[src/common/rrpa_pkg.sv]
// Constants and types for the relay remote parameter access block
package rrpa_pkg;

  // Parameter kinds on the serial request port
  typedef enum logic [1:0] {
    RRPA_KIND_IN  = 2'h0,
    RRPA_KIND_OUT = 2'h1,
    RRPA_KIND_VAR = 2'h2,
    RRPA_KIND_SET = 2'h3
  } rrpa_kind_t;

  localparam int NUM_W  = 8;
  localparam int DATA_W = 16;
  localparam int PW_W   = 10;

  // Input parameter numbers
  localparam logic [NUM_W-1:0] IN_PH1   = 8'h01;
  localparam logic [NUM_W-1:0] IN_PH2   = 8'h02;
  localparam logic [NUM_W-1:0] IN_PH3   = 8'h03;
  localparam logic [NUM_W-1:0] IN_RES   = 8'h04;
  localparam logic [NUM_W-1:0] IN_DIFF  = 8'h05;
  localparam logic [NUM_W-1:0] IN_CTLA  = 8'h06;
  localparam logic [NUM_W-1:0] IN_CTLB  = 8'h07;
  localparam logic [NUM_W-1:0] IN_RRST  = 8'h08;

  // Stage flag numbers: state 1..11, recorded 21..31
  localparam int NSTAGE = 11;
  localparam logic [NUM_W-1:0] OUT_NOW_BASE  = 8'h01;
  localparam logic [NUM_W-1:0] OUT_SEEN_BASE = 8'h15;

  // Password parameters
  localparam logic [NUM_W-1:0] VAR_PW_OPEN  = 8'hA0;
  localparam logic [NUM_W-1:0] VAR_PW_CLOSE = 8'hA1;

  // Password values and lockout
  localparam logic [PW_W-1:0] PW_DEFAULT = 10'h001;
  localparam logic [PW_W-1:0] PW_MIN     = 10'h001;
  localparam logic [PW_W-1:0] PW_MAX     = 10'h3E7;
  localparam logic [PW_W-1:0] PW_LOCKED  = 10'h000;
  localparam logic [2:0]      FAIL_LIMIT = 3'h7;

  // Measured value limits, in raw counts
  localparam logic [DATA_W-1:0] PH_MAX   = 16'h003F;
  localparam logic [DATA_W-1:0] RES_MAX  = 16'h0015;
  localparam logic [DATA_W-1:0] DIFF_MIN = 16'h000A;
  localparam logic [DATA_W-1:0] DIFF_MAX = 16'h0064;

  // Setting table: first number, ranges and reset values
  localparam int NSET = 4;
  localparam logic [NUM_W-1:0] SET_BASE = 8'h01;
  localparam logic [DATA_W-1:0] SET_MIN [NSET] =
    '{16'h0005, 16'h0005, 16'h0005, 16'h000A};
  localparam logic [DATA_W-1:0] SET_MAX [NSET] =
    '{16'h0032, 16'h0BB8, 16'h0190, 16'h0064};
  localparam logic [DATA_W-1:0] SET_RST [NSET] =
    '{16'h000A, 16'h0005, 16'h0014, 16'h0032};

endpackage

[src/design/rrpa_top.sv]
// Remote parameter access: readouts, settings and password gate
// Function
// - Master reads inputs, flags, settings, records
// - Only writable parameters accept serial writes
// - Out-of-range setting writes rejected, old kept
// - Serial setting writes need open password, default 1
// - Open via open parameter, close via close
// - Password comes up closed after restart
// - Open, then close parameter stores new password
// - Front panel overwrites password directly
// - Seventh wrong entry forces password zero
// - Read-only currents, difference, three control states
// - Control readout one while input energized
// - Readouts clamp to documented measuring ranges
// - State readouts follow signal level now
// - Recorded flags latch until register reset
// - Start/trip flags for all stages, difference trip
`timescale 1ns/1ps

module rrpa_top
  import rrpa_pkg::*;
#(
  // Wrong serial entries that lock the password
  parameter int LOCK_AFTER = int'(FAIL_LIMIT)
)
(
  // Clock and reset
  input  wire  logic                     clock,
  input  wire  logic                     rst,
  // Serial request
  input  wire  logic                     req_valid,
  input  wire  logic                     req_write,
  input  wire  logic [1:0]               req_kind,
  input  wire  logic [NUM_W-1:0]         req_num,
  input  wire  logic [DATA_W-1:0]        req_wdata,
  // Serial answer
  output logic                           rsp_valid,
  output logic                           rsp_ok,
  output logic [DATA_W-1:0]              rsp_rdata,
  // Front panel
  input  wire  logic                     fp_pw_write,
  input  wire  logic [PW_W-1:0]          fp_pw_value,
  input  wire  logic                     fp_set_write,
  input  wire  logic [NUM_W-1:0]         fp_set_num,
  input  wire  logic [DATA_W-1:0]        fp_set_value,
  output logic                           fp_set_ok,
  // Measurements from the measuring logic
  input  wire  logic [DATA_W-1:0]        meas_phase_one,
  input  wire  logic [DATA_W-1:0]        meas_phase_two,
  input  wire  logic [DATA_W-1:0]        meas_phase_three,
  input  wire  logic [DATA_W-1:0]        meas_residual,
  input  wire  logic [DATA_W-1:0]        meas_difference,
  // Control input pins
  input  wire  logic                     control_input_a,
  input  wire  logic                     control_input_b,
  input  wire  logic                     remote_reset_input,
  // Stage start and trip levels
  input  wire  logic [NSTAGE-1:0]        stage_now,
  input  wire  logic                     regs_reset,
  // Status and settings
  output logic                           pw_is_open,
  output logic                           pw_is_locked,
  output logic [NSET*DATA_W-1:0]         settings
);

  typedef struct packed {
    logic [2:0]              ctl_s1;
    logic [2:0]              ctl_s2;
    logic [NSTAGE-1:0]       seen;
    logic [PW_W-1:0]         pw;
    logic                    open;
    logic [2:0]              fails;
    logic                    locked;
    logic [NSET-1:0][DATA_W-1:0] set;
    logic                    rsp_v;
    logic                    rsp_ok;
    logic [DATA_W-1:0]       rdata;
    logic                    fp_ok;
  } rrpa_state_t;

  rrpa_state_t state_q;
  rrpa_state_t state_d;

  // Clamp a measurement into its reporting window
  function automatic logic [DATA_W-1:0] rrpa_clamp(
    input logic [DATA_W-1:0] v,
    input logic [DATA_W-1:0] lo,
    input logic [DATA_W-1:0] hi
  );
    logic [DATA_W-1:0] r;
    r = v;
    if (v < lo) begin
      r = lo;
    end
    if (v > hi) begin
      r = hi;
    end
    return r;
  endfunction

  // Setting index decode, shared by panel and bus
  function automatic logic rrpa_set_hit(
    input logic [NUM_W-1:0] num
  );
    return (num >= SET_BASE) &&
           (num < SET_BASE + NUM_W'(NSET));
  endfunction

  function automatic logic [1:0] rrpa_set_idx(
    input logic [NUM_W-1:0] num
  );
    logic [NUM_W-1:0] d;
    d = num - SET_BASE;
    return d[1:0];
  endfunction

  function automatic logic rrpa_in_range(
    input logic [1:0]        idx,
    input logic [DATA_W-1:0] v
  );
    return (v >= SET_MIN[idx]) && (v <= SET_MAX[idx]);
  endfunction

  // Password value check, shared by panel and bus
  function automatic logic rrpa_pw_legal(
    input logic [DATA_W-1:0] v
  );
    return (v <= DATA_W'(PW_MAX)) && (v[PW_W-1:0] >= PW_MIN);
  endfunction

  initial begin
    if (NSET > 4) begin
      $error("rrpa_top serves at most four settings");
    end
    // Three-bit fail counter; a single entry must not lock
    if (LOCK_AFTER < 2 || LOCK_AFTER > 7) begin
      $error("rrpa_top lock limit must be 2 to 7");
    end
  end

  logic [NUM_W-1:0]  out_off;
  logic [NUM_W-1:0]  seen_off;
  logic [1:0]        bus_idx;
  logic [1:0]        fp_idx;
  logic [PW_W-1:0]   wpw;
  logic              pw_range;

  assign out_off  = req_num - OUT_NOW_BASE;
  assign seen_off = req_num - OUT_SEEN_BASE;
  assign bus_idx  = rrpa_set_idx(req_num);
  assign fp_idx   = rrpa_set_idx(fp_set_num);
  assign wpw      = req_wdata[PW_W-1:0];
  assign pw_range = rrpa_pw_legal(req_wdata);

  always_comb begin
    logic bad;
    bad = 1'b0;
    state_d = state_q;
    state_d.rsp_v  = req_valid;
    state_d.rsp_ok = 1'b0;
    state_d.rdata  = '0;
    state_d.fp_ok  = 1'b0;
    // Pins pass two flops before any use
    state_d.ctl_s1 = {remote_reset_input, control_input_b,
                      control_input_a};
    state_d.ctl_s2 = state_q.ctl_s1;
    if (regs_reset) begin
      state_d.seen = stage_now;
    end else begin
      state_d.seen = state_q.seen | stage_now;
    end

    // Panel writes have no password gate
    // panel range check
    if (fp_set_write && rrpa_set_hit(fp_set_num) &&
        rrpa_in_range(fp_idx, fp_set_value)) begin
      state_d.set[fp_idx] = fp_set_value;
      state_d.fp_ok = 1'b1;
    end

    if (req_valid && !req_write) begin
      unique case (req_kind)
        RRPA_KIND_IN: begin
          state_d.rsp_ok = 1'b1;
          unique case (req_num)
            IN_PH1:  state_d.rdata =
                       rrpa_clamp(meas_phase_one, '0, PH_MAX);
            IN_PH2:  state_d.rdata =
                       rrpa_clamp(meas_phase_two, '0, PH_MAX);
            IN_PH3:  state_d.rdata =
                       rrpa_clamp(meas_phase_three, '0, PH_MAX);
            IN_RES:  state_d.rdata =
                       rrpa_clamp(meas_residual, '0, RES_MAX);
            IN_DIFF: state_d.rdata =
                       rrpa_clamp(meas_difference, DIFF_MIN,
                                  DIFF_MAX);
            IN_CTLA: state_d.rdata = DATA_W'(state_q.ctl_s2[0]);
            IN_CTLB: state_d.rdata = DATA_W'(state_q.ctl_s2[1]);
            IN_RRST: state_d.rdata = DATA_W'(state_q.ctl_s2[2]);
            default: state_d.rsp_ok = 1'b0;
          endcase
        end
        RRPA_KIND_OUT: begin
          if (out_off < NUM_W'(NSTAGE)) begin
            state_d.rsp_ok = 1'b1;
            state_d.rdata  = DATA_W'(stage_now[out_off[3:0]]);
          end else if (seen_off < NUM_W'(NSTAGE)) begin
            state_d.rsp_ok = 1'b1;
            state_d.rdata  =
              DATA_W'(state_q.seen[seen_off[3:0]]);
          end
        end
        RRPA_KIND_SET: begin
          if (rrpa_set_hit(req_num)) begin
            state_d.rsp_ok = 1'b1;
            state_d.rdata  = state_q.set[bus_idx];
          end
        end
        RRPA_KIND_VAR: begin
          // Password parameters are write-only
          state_d.rsp_ok = 1'b0;
        end
      endcase
    end

    if (req_valid && req_write) begin
      unique case (req_kind)
        RRPA_KIND_VAR: begin
          if (req_num == VAR_PW_OPEN) begin
            if (state_q.pw == PW_LOCKED) begin
              bad = 1'b0;
            end else if (pw_range && wpw == state_q.pw) begin
              state_d.open   = 1'b1;
              state_d.fails  = '0;
              state_d.rsp_ok = 1'b1;
            end else begin
              bad = 1'b1;
            end
          end else if (req_num == VAR_PW_CLOSE) begin
            if (state_q.pw == PW_LOCKED) begin
              bad = 1'b0;
            end else if (pw_range && wpw == state_q.pw) begin
              state_d.open   = 1'b0;
              state_d.rsp_ok = 1'b1;
            end else if (state_q.open && pw_range) begin
              state_d.pw     = wpw;
              state_d.rsp_ok = 1'b1;
            end else begin
              bad = 1'b1;
            end
          end
        end
        RRPA_KIND_SET: begin
          if (state_q.open && rrpa_set_hit(req_num) &&
              rrpa_in_range(bus_idx, req_wdata)) begin
            state_d.set[bus_idx] = req_wdata;
            state_d.rsp_ok = 1'b1;
          end
        end
        default: begin
          state_d.rsp_ok = 1'b0;
        end
      endcase
    end

    if (bad) begin
      if (state_q.fails == 3'(LOCK_AFTER - 1)) begin
        state_d.pw    = PW_LOCKED;
        state_d.open  = 1'b0;
        state_d.fails = '0;
      end else begin
        state_d.fails = state_q.fails + 3'h1;
      end
    end

    if (fp_pw_write && rrpa_pw_legal(DATA_W'(fp_pw_value))) begin
      state_d.pw    = fp_pw_value;
      state_d.fails = '0;
    end
    // Registered so the status pin comes from a flop
    state_d.locked = (state_d.pw == PW_LOCKED);
  end

  always_ff @(posedge clock) begin
    if (rst) begin
      state_q        <= '0;
      state_q.pw     <= PW_DEFAULT;
      state_q.open   <= 1'b0;
      for (int i = 0; i < NSET; i++) begin
        state_q.set[i] <= SET_RST[i];
      end
    end else begin
      state_q <= state_d;
    end
  end

  assign rsp_valid    = state_q.rsp_v;
  assign rsp_ok       = state_q.rsp_ok;
  assign rsp_rdata    = state_q.rdata;
  assign fp_set_ok    = state_q.fp_ok;
  assign pw_is_open   = state_q.open;
  assign pw_is_locked = state_q.locked;
  assign settings     = state_q.set;

endmodule

[config.mk]
export PLATFORM = sky130hd
export DESIGN_NAME = rrpa_top
export DESIGN_NICKNAME = d
export VERILOG_FILES = /design/src/common/rrpa_pkg.sv /design/src/design/rrpa_top.sv
export SDC_FILE = /design/constraint.sdc
export NUM_CORES = 1
export LEC_CHECK = 0
export BUFFER_PORTS_ARGS = -buffer_cell sky130_fd_sc_hd__buf_2
export CORE_AREA = 2 2 142 144
export DETAILED_ROUTE_END_ITERATION = 8
export DIE_AREA = 0 0 144 146
export SETUP_SLACK_MARGIN = 0.05
export SLEW_MARGIN = 15
export SYNTH_ARGS = -nofsm -noshare
export SYNTH_HDL_FRONTEND = slang
export SYNTH_SLANG_ARGS = --single-unit
export TNS_END_PERCENT = 10
[constraint.sdc]
create_clock -name clock -period 6.4 [get_ports clock]
set_clock_uncertainty 0.15 [all_clocks]
set_input_delay 0.96 -clock clock [delete_from_list [all_inputs] [get_ports clock]]
set_output_delay 0.96 -clock clock [all_outputs]
set_load 0.05 [all_outputs]
After elaboration in Yosys (flattened, before gate mapping)
Index checks and enable logic that the tools add are counted.

storage, ports and cells
  flip-flop bits (word level) = 115
  input bits = 161
  output and inout port bits = 85
  word-level logic and storage cells = 183

operators by class
  $add $sub $neg = 4
  order comparisons = 32
  equal/unequal tests = 16
  multiplexer cells = 83
  bitwise gates (word level) = 4
  reductions and logical operators = 29

operators by type and width
  operator             count
  $mux 16              21
  $mux 64              4
  $bmux 16 s2          5
  $bwmux 64            2
  $pmux 16 s8          1
  $mux 17              4
  $demux 16 s2         2
  $lt 16x1->1 const B  4
  $gt 16x6->1 const B  3
  $pmux 16 s3          1
  $mux 11              4
  $mux 14              3
  $mux 10              4
  $eq 8x3->1 const B   4
  $ge 16x16->1         2
  $le 16x16->1         2
  $mux 1               24
  $ge 10x1->1 const B  2
  $logic_not 10->1     2
  $logic_and 1x1->1    17
  $eq 8x2->1 const B   2
  $eq 8x8->1 const B   2
  $ge 8x1->1 const B   2
  $gt 16x5->1 const B  1
  35 further kinds     50

Depth between registers and ports, before layout
Gate-level depths: netlist of run 1.

  word-level depth = 14
  gate-level depth with buffers = 17

Worst setup path before layout of run 1
Ideal clock, no wire load.

  path kind = input to register
  start = input port req_num[0]
  end = register state_q, in the netlist settings[60]
  setup time = 0.115 ns
  arrival time = 4.890 ns
  path slack = 1.245 ns
  stages on the path = 16
  path buffers = 4
  cells stage by stage = buf_1 -> buf_2 -> buf_1 -> inv_1 -> ha_1 -> buf_2 -> inv_1 -> ha_1 -> nor2b_1 -> o21a_1 -> o21ai_0 -> a21oi_1 -> o41ai_2 -> and4_1 -> nor3_1 -> and2_1

on the way
  longest elaborated chain between the ends = 11

RTL lines
  element                                              line             RTL
  start: declaration                                   rrpa_top.sv:34   input wire logic [NUM_W-1:0] req_num,
  $sub 8x1->8                                          rrpa_top.sv:113  d = num - SET_BASE;
  $not 2->3 (implied by the code)                      rrpa_top.sv:121  return (v >= SET_MIN[idx]) && (v <= SET_MAX[idx]);
  $bmux 16 s2                                          rrpa_top.sv:121
  $mux 16 (implied by the code) (2 in series)          rrpa_top.sv:121
  $ge 16x16->1 / $le 16x16->1 (equally long branches)  rrpa_top.sv:121
  $logic_and 1x1->1                                    rrpa_top.sv:121
  $logic_and 1x1->1                                    rrpa_top.sv:254  if (state_q.open && rrpa_set_hit(req_num) &&
  $mux 64 *                                            rrpa_top.sv:254
  $mux 64 *                                            rrpa_top.sv:227  unique case (req_kind)
  $mux 64 *                                            rrpa_top.sv:226  if (req_valid && req_write) begin
  end signal: assignment                               rrpa_top.sv:293  state_q <= state_d;
  end: declaration                                     rrpa_top.sv:81   rrpa_state_t state_q;

Every way passes the cells marked *; elsewhere a longest branch is shown, timed or not. The select of a mux whose other input is x is not followed.
A chain may end at the register's enable or synchronous reset.

Final worst setup path of run 1
  start = input port fp_set_num[0]
  end = register state_q, in the netlist settings[57]

on the way
  longest elaborated chain between the ends = 13

RTL lines
  element                                              line             RTL
  start: declaration                                   rrpa_top.sv:44   input wire logic [NUM_W-1:0] fp_set_num,
  $sub 2x1->2                                          rrpa_top.sv:113
  $not 2->3 (implied by the code)                      rrpa_top.sv:121
  $bmux 16 s2                                          rrpa_top.sv:121
  $mux 16 (implied by the code) (2 in series)          rrpa_top.sv:121
  $ge 16x16->1 / $le 16x16->1 (equally long branches)  rrpa_top.sv:121
  $logic_and 1x1->1                                    rrpa_top.sv:121
  $logic_and 1x1->1                                    rrpa_top.sv:175  if (fp_set_write && rrpa_set_hit(fp_set_num) &&
  $mux 64 *                                            rrpa_top.sv:175
  $bwmux 64                                            rrpa_top.sv:256  state_d.set[bus_idx] = req_wdata;
  $mux 64                                              rrpa_top.sv:254
  $mux 64                                              rrpa_top.sv:227
  $mux 64 *                                            rrpa_top.sv:226

Marked as above.

==> results.md, run 1 <==
* Status: finished, final reports clean
* Core box area at 19,300 sq um
* Fin Setup TNS at 0 ns
* MaxCap Viol Count at 0
* Root buffer cell: clkbuf_16
* First-pass GRT wire length at 35,300 um
* Starting Density at 0.396
* I/O Buffers at 245
* WP data arrival at 4.24 ns
* Compound-Gate Fraction of Synth Area at 0.161
* Setup WS pre-CTS at 1.94 ns
* Power per cell area at 215 nW/um^2
* Die Width at 144 um
* Post-CTS Setup Bufs at 0
* NumNets Final at 1,223
* Cells after Synth at 875
* First-pass DRT Iterations at 5
* Least-Margin Pin Slew at 0.996 ns
* Worst skew pair latency at 0.42 ns
* RD Place Congestion at 0.829
* Hold Fails Final Rpt at 0
* Hold Buf Count CTS at 0
* Mapped Nets at 1,074
* Top FF cell, synth: dfxtp_1
* Vias in the first global route at 6,676
* Post-synth EDFFs at 0
* Share of layout cells above drive strength 1 at 0.315
* Gr usage total at 0.215
* CTS buffer count at 17
* CTS tree: yes
* I/O pin cnt at 246
* Drt total wl at 23,000 um
* Post-cts sizing count at 0
* Post-synthesis register bit count at 115
* Worst Slack Setup Final at 2.33 ns
* Multiplexer area fraction after synthesis at 0.134
* Seq/Total Area, Yosys at 0.301
* Inst Count DP at 1,270
* Final setup viols at 0
* Crit path kind: in -> reg
* Non-Filler Instances at 1,302
* Die area at 21,000 sq um
* Antenna violations before repair at 0
* Die height at 146 um
* Final antenna-violating net count at 0
* Largest net degree at the start of global routing at 86
* Leakage at 0.00388 uW
* Adder-cell area share of the yosys netlist at 0.0622
* Detailed Place HPWL at 17,400 um
* Initial drt markers at 355
* Avg WL per Cell at 17.7 um
* Final period utilization at 0.636
* Bufs on Longest Clock Path at 2
* Area grow syn2layout at 19.2%
* Rows at 51
* Vias at 6,916
* Ant diodes at 0
* Yosys warnings at 0
* Fillers at 1,915
* Max Slew Vio Count at 0
* Setup crit start kind: primary input
* CP required at 6.57 ns
* Fmax at 0.246 GHz
* Async set-reset flop share out of synthesis at 0
* DR vias/cell at 5.31
* Synth Area in Simple Gates at 0.211
* Clk sink count at 115
* DRC Markers at 0
* Crit path capture type: flip-flop
* Unique masters post-synth at 67
* Relative slew slack at 0.332
* Tightest Hold Check Type: reg -> reg
* RSZ-0062 raised after global routing: no
* Peak supply drop at 0.170 mV
* Combinational family with the most area after synthesis: simple AND/OR/NAND/NOR gates
* Final min period at 4.07 ns
* Grt total ovfl at 0
* # H-tree levels at 4
* Post-synthesis xor/xnor area fraction at 0.0160
* Synth Cell Area at 7650 sq um
* Clock-pin slew on the worst setup and hold paths at 0.06 ns
* Avg Inst Size Synth at 8.74 sq um
* Final Hold Slack at 0.293 ns
* Worst Path Max Fanout at 13
==> per-layer routing <==
metal | global-route usage | up-vias | part of all wire
met3 | 0.0457 | 23 | 0.054
met1 | 0.274 | 3250 | 0.44
met5 | 0 | - | 0
met2 | 0.367 | 223 | 0.49
li1 | - | 3420 | -
met4 | 0.0593 | 0 | 0.016
==> cell families (layout without fill, tap and decap cells) <==
family                     count (synthesis)  in the layout
DFF                                      115            115
buffers and inverters                    144            306
and+or+nand+nor                          303            303
adders and majority gates                 38             38
muxes                                     77             77
AOI/OAI and AO/OA                        184            184
xor gates and xnor gates                  14             14
==> stage by stage <==
step / total power, uW / instance area [sq um] / util
floorplan: 888 / 7650 / -
global placement: 995 / 8510 / 0.440
detailed placement: 996 / 8510 / 0.440
CTS: 1970 / 9110 / 0.471
global route: 2030 / 9110 / 0.471
finish: 1960 / 9110 / 0.471
==> cell usage after synthesis (2+ instances only) <==
library cell    n  area, sq um
ha_1           38          475
nor3b_1         3         22.5
nand2b_1       10         62.6
a2111oi_0       6         52.6
buf_2          10         50.1
xnor2_1        13          114
clkbuf_1       26         97.6
and2_1         23          144
a21oi_1        41          205
o21ai_0        46          230
a21boi_0        2         15.0
nand3_1        16         80.1
nand2_1        30          113
a211o_1         2         17.5
nor2_1        111          417
dfxtp_1       115         2300
o21a_1          5         37.5
o2111ai_1       2         17.5
nor4_1         23          144
nor3_1         14         70.1
a211oi_1       44          330
and3_1         10         62.6
nand3b_1        3         22.5
or3_1           3         18.8
mux2i_1        54          541
and4_1          5         43.8
mux2_2          2         22.5
buf_4          82          616
a221oi_1        3         26.3
nand4_1        12         75.1
nor4b_2         2         30.0
buf_6           2         22.5
nor4_2          2         25.0
nand4b_1        5         43.8
buf_1           6         22.5
a22oi_1         8         60.1
o31ai_1         2         15.0
nor2b_1        20          125
inv_1          18         67.6
mux4_2         20          450
o22ai_1         3         18.8
a2bb2oi_1       3         26.3
a21o_1          4         30.0
a31oi_1         3         18.8
==> flip-flops by register name, summed over array words and instances, names as in the netlist <==
| signal | count |
|---|---|
| state_q | 27 |
| settings | 64 |
| rsp_rdata | 16 |
| rsp_ok | 1 |
| rsp_valid | 1 |
| state_d | 3 |
| pw_is_locked | 1 |
| pw_is_open | 1 |
| fp_set_ok | 1 |
==> critical path, cell delays in order <==
cell,delay (ns)
buf_2,0.11
nand2b_1,0.22
ha_1,0.33
a211o_1,0.26
a21o_1,0.20
nor4_1,0.25
a211oi_1,0.26
or3_1,0.47
nor2_2,0.69
mux2i_1,0.20
a211oi_1,0.27
==> cell type report <==
type | instances | area (sq um) | area share
multi-input combinational | 616 | 4500 | 0.493
sequential | 115 | 2300 | 0.253
timing repair buffer | 256 | 1310 | 0.144
tap | 265 | 332 | 0.0364
clock buffer | 18 | 439 | 0.0482
clock inverter | 14 | 168 | 0.0184
inverter | 18 | 67.6 | 0.00741
==> worst paths after layout <==
check            endpoint           from  depth (start not counted)  slack (ns)
min reg2reg  state_q[109]   state_d[109]                          1        0.29
max          settings[57]  fp_set_num[0]                         11        2.33
min          state_q[109]   state_d[109]                          1        0.29
max reg2reg  pw_is_locked    state_q[95]                          8        3.66
==> placed cells by master (no fill, tap or decap), types with 23 or more instances in the layout <==
cell type	Yosys	final
buf_2	10	245
mux2i_1	54	54
and2_1	23	23
nor2_1	111	111
dfxtp_1	115	115
nor4_1	23	23
nand2_1	30	30
o21ai_0	46	46
a211oi_1	44	44
ha_1	38	38
a21oi_1	41	41
==> where the power goes <==
group | total (uW) | internal (uW) | switching [uW]
Combinational | 249 | 107 | 142
Sequential | 733 | 727 | 6.20
Clock | 976 | 596 | 380
Total | 1960 | 1430 | 527
Note: power is estimated with default switching activity, not from simulation.
==> run 2, diff against run 1 <==
--- a/config.mk
+++ b/config.mk
@@ -5,10 +5,11 @@
 export SDC_FILE = /design/constraint.sdc
 export NUM_CORES = 1
 export LEC_CHECK = 0
+export ABC_AREA = 1
 export BUFFER_PORTS_ARGS = -buffer_cell sky130_fd_sc_hd__buf_2
-export CORE_AREA = 2 2 142 144
+export CORE_AREA = 2 2 155 157
 export DETAILED_ROUTE_END_ITERATION = 8
-export DIE_AREA = 0 0 144 146
+export DIE_AREA = 0 0 157 159
 export SETUP_SLACK_MARGIN = 0.05
 export SLEW_MARGIN = 15
 export SYNTH_ARGS = -nofsm -noshare
==> constraint.sdc (replaced) <==
create_clock -name clock -period 3.85 [get_ports clock]
set_clock_uncertainty 0.15 [all_clocks]
set_input_delay 0.5775 -clock clock [delete_from_list [all_inputs] [get_ports clock]]
set_output_delay 0.5775 -clock clock [all_outputs]
set_load 0.05 [all_outputs]
==> run 2 against run 1 <==
Effect of this change:
- synthesized cell count is 72% higher
- global-route usage rose by 4.4 points
- sequential power up 66%
- clock-buffer cell count is the same
- hold slack got worse by 0.095 ns
- flip-flop and latch count unchanged
- register-to-register slack worse by 2.1 ns
- sequential share of layout area is 3.6 points lower
- non-clock buffer count is 8 higher
- power is 72% higher
- utilization down 1.2 points
- final area up 17%
- highest routed layer unchanged
==> results.md, run 2 <==
* Final period utilization at 0.843
* Clock Power Share at 0.479 (-0.020)
* Commonest cells in the netlist: nand2_1, nor2_1, inv_1
* RD Place Congestion at 0.896 (+8.1%)
* Top FF cell, synth: dfxtp_1
* Non-Filler Instances at 1,982 (+52%)
* Fmax at 0.308 GHz
* Max reg flops at 64 (unchanged)
* Final setup viols at 0 (unchanged)
* Hold Buf Count CTS at 0 (unchanged)
* CP most frequent cell: inv_1
* Mapped Nets at 1,708 (+59%)
* I/O pin cnt at 246 (unchanged)
* Vias in the first global route at 9,256 (+39%)
* Seq/Total Area, Yosys at 0.251 (-0.0502)
* # H-tree levels at 4 (unchanged)
* Cells after Synth at 1,509 (+72%)
* First-pass GRT wire length at 50,300 um (+42%)
* Final antenna-violating net count at 0 (unchanged)
* CP Buf/Inv Count at 6 (+5)
* Async set-reset flop share out of synthesis at 0 (unchanged)
* RSZ-0062 raised after global routing: no
* NumNets Final at 1,849 (+51%)
* Drt total wl at 32,700 um (+42%)
* Share of layout cells above drive strength 1 at 0.195 (-0.121)
* Post-synth EDFFs at 0 (unchanged)
* Post-CTS Setup Bufs at 0 (unchanged)
* CP Launch Point: fp_set_num[1]
* Worst skew pair latency at 0.42 ns (about the same)
* CTS buffer count at 17 (unchanged)
* Post-synthesis register bit count at 115 (unchanged)
* Leakage at 0.00531 uW (+37%)
* Synth area leaders: dfxtp_1, nand2_1, o21ai_0, nor2_1, inv_1
* Yosys top cell area share at 0.251 (-0.0502)
* Max Slew Vio Count at 0 (unchanged)
* Clk sink count at 115 (unchanged)
* Largest net degree at the start of global routing at 97 (+13%)
* Comb pwr share at 0.160 (+0.033)
* Die Width at 157 um (+9.0%)
* Fin Setup TNS at 0 ns (unchanged)
* Clock-pin slew on the worst setup and hold paths at 0.06 ns (about the same)
* Synth area leader: dfxtp_1
* Seq pwr share at 0.362 (-0.012)
* Power per cell area at 316 nW/um^2 (+47%)
* Vias at 10,100 (+46%)
* Avg WL per Cell at 16.5 um (-6.6%)
* Fillers at 2,520 (+32%)
* Yosys warnings at 0 (unchanged)
* Net Sw Frac at 0.297 (+0.0277)
* Final min period at 3.24 ns
* Least-Margin Pin Slew at 0.900 ns (-0.0957 ns)
* FF-to-FF Start: state_q[91]
* Crit path kind: in -> reg
* Avg Inst Size Synth at 6.08 sq um (-30%)
* Crit-path cells: buf_2 > inv_1 > nor2_1 > inv_2 > ha_1 > nand2_1 > inv_1 > nand3_1 > or3_1 > o31ai_1 > buf_4 > nand3_1 > nand4_1 > inv_1
* Bufs on Longest Clock Path at 2 (unchanged)
* Hold Crit Start: control_input_a
* Rows at 56 (+9.8%)
* Hold Fails Final Rpt at 0 (unchanged)
* Pint at 2370 uW (+66%)
* Synth Cell Area at 9180 sq um (+20%)
* Most common cell after layout, fill and taps aside: nand2_1
* Unique masters post-synth at 45 (-33%)
* WP data arrival at 3.42 ns (-0.82 ns)
* Gr usage total at 0.259 (+0.0435)
* Detailed Place HPWL at 25,200 um (+45%)
* Psw at 1000 uW (+90%)
* Initial drt markers at 980 (+180%)
* Commonest non-fill, non-tap cells in the layout: nand2_1, buf_2, nor2_1
* DRC Markers at 0 (unchanged)
* Core box area at 23,200 sq um (+20%)
* Relative slew slack at 0.385 (+0.0523)
* Delay-heaviest family, CP: simple AND/OR/NAND/NOR gates
* Peak supply drop at 0.265 mV (+55%)
* Starting Density at 0.396 (about the same)
* Antenna violations before repair at 1 (+1)
* Max incr delay on CP at 0.38 ns (-0.31 ns)
* Ant diodes at 0 (unchanged)
* CP required at 4.02 ns (-2.55 ns)
* I/O Buffers at 245 (unchanged)
* DR vias/cell at 5.08 (-4.4%)
* Worst Path Max Fanout at 27 (+14)
* Inst Count DP at 1,950 (+54%)
* Status: finished, final reports clean
* Crit path capture type: flip-flop
* First-pass DRT Iterations at 6 (+1)
* Root buffer cell: clkbuf_16
* Die height at 159 um (+8.9%)
* Setup crit start kind: primary input
* MaxCap Viol Count at 0 (unchanged)
* CTS tree: yes
* CP max-delay cell: ha_1
* Area grow syn2layout at 16.0%
* Top-count cell post-synth: nand2_1
* Die area at 25,000 sq um (+19%)
* Grt total ovfl at 0 (unchanged)
* Tightest Hold Check Type: in -> reg
* Post-cts sizing count at 0 (unchanged)
-- run 2: cell count changes after synthesis, moves of 11 or more --
cell / delta
nand3_1: +95
a21oi_1: +35
xnor2_1: -11
and2_1: -22
inv_1: +162
nand2_1: +291
mux2i_1: -54
mux4_2: -20
nor2_1: +111
nor2b_1: -20
a211oi_1: -32
nand4_1: +19
o21ai_0: +129
-- run 2: worst paths after layout --
path | endpoint | slack [ns] | cells past startpoint
worst max-delay path | settings[47] | 0.61 | 14
worst min-delay path | state_d[109] | 0.20 | 3
worst max register to register | pw_is_locked | 1.58 | 13
worst min register to register | state_q[110] | 0.25 | 2
-- run 2: cell families (layout without fill, tap and decap cells) --
family / Yosys count / in the layout / share of synthesized area
adder cells (fa/ha/maj): 38 / 38 / 0.0518
AND/OR/NAND/NOR: 731 / 731 / 0.343
XOR/XNOR: 7 / 7 / 0.00668
buffers and inverters: 328 / 482 / 0.175
flip-flops: 115 / 115 / 0.251
AO/OA/AOI/OAI: 290 / 290 / 0.173
-- run 2: routing by layer --
metal  vias up  wire length [um]  global-route usage
li1       5109                 -                   -
met1      4523             14400               0.340
met2       376             15300               0.430
met3        55              2050              0.0376
met4         0               988              0.0917
met5         -                 0                   0
-- run 2: layout make-up --
| type | count | area (sq um) | area share |
|---|---|---|---|
| multi-input combinational | 1066 | 5280 | 0.495 |
| sequential | 115 | 2300 | 0.216 |
| timing repair buffer | 264 | 1380 | 0.130 |
| inverter | 186 | 698 | 0.0656 |
| clock buffer | 18 | 439 | 0.0412 |
| tap | 319 | 399 | 0.0375 |
| clock inverter | 14 | 153 | 0.0143 |
-- run 2: power groups by stage --
stage               sequential, uW  clock, uW  combinational, uW
floorplan                     1240          0                305
global placement              1240          0                523
detailed placement            1250          0                527
CTS                           1220       1630                531
global route                  1220       1680                600
finish                        1220       1610                538
-- run 2: metrics by stage --
| step | hold WS [ns] | setup slack, ns | power [uW] | utilization | cell area (sq um) |
|---|---|---|---|---|---|
| 3_3_place_gp | 0.245 | 0.332 | 1770 | 0.434 | 10100 |
| 3_5_place_dp | 0.251 | 0.307 | 1770 | 0.434 | 10100 |
| 4_1_cts | 0.194 | 0.733 | 3380 | 0.459 | 10600 |
| 2_1_floorplan | 0.238 | 0.0662 | 1550 | - | 9180 |
| 6_report | 0.198 | 0.606 | 3370 | 0.459 | 10600 |
| 5_1_grt | 0.209 | 0.466 | 3500 | 0.459 | 10600 |
-- run 2: worst reg2reg max path: cells and delay by family (launching register included) --
family                 cells  cell delay [ns]
AOI/OAI and AO/OA          1             0.25
buffers and inverters      1             0.07
DFF                        1             0.37
and+or+nand+nor           11             1.31
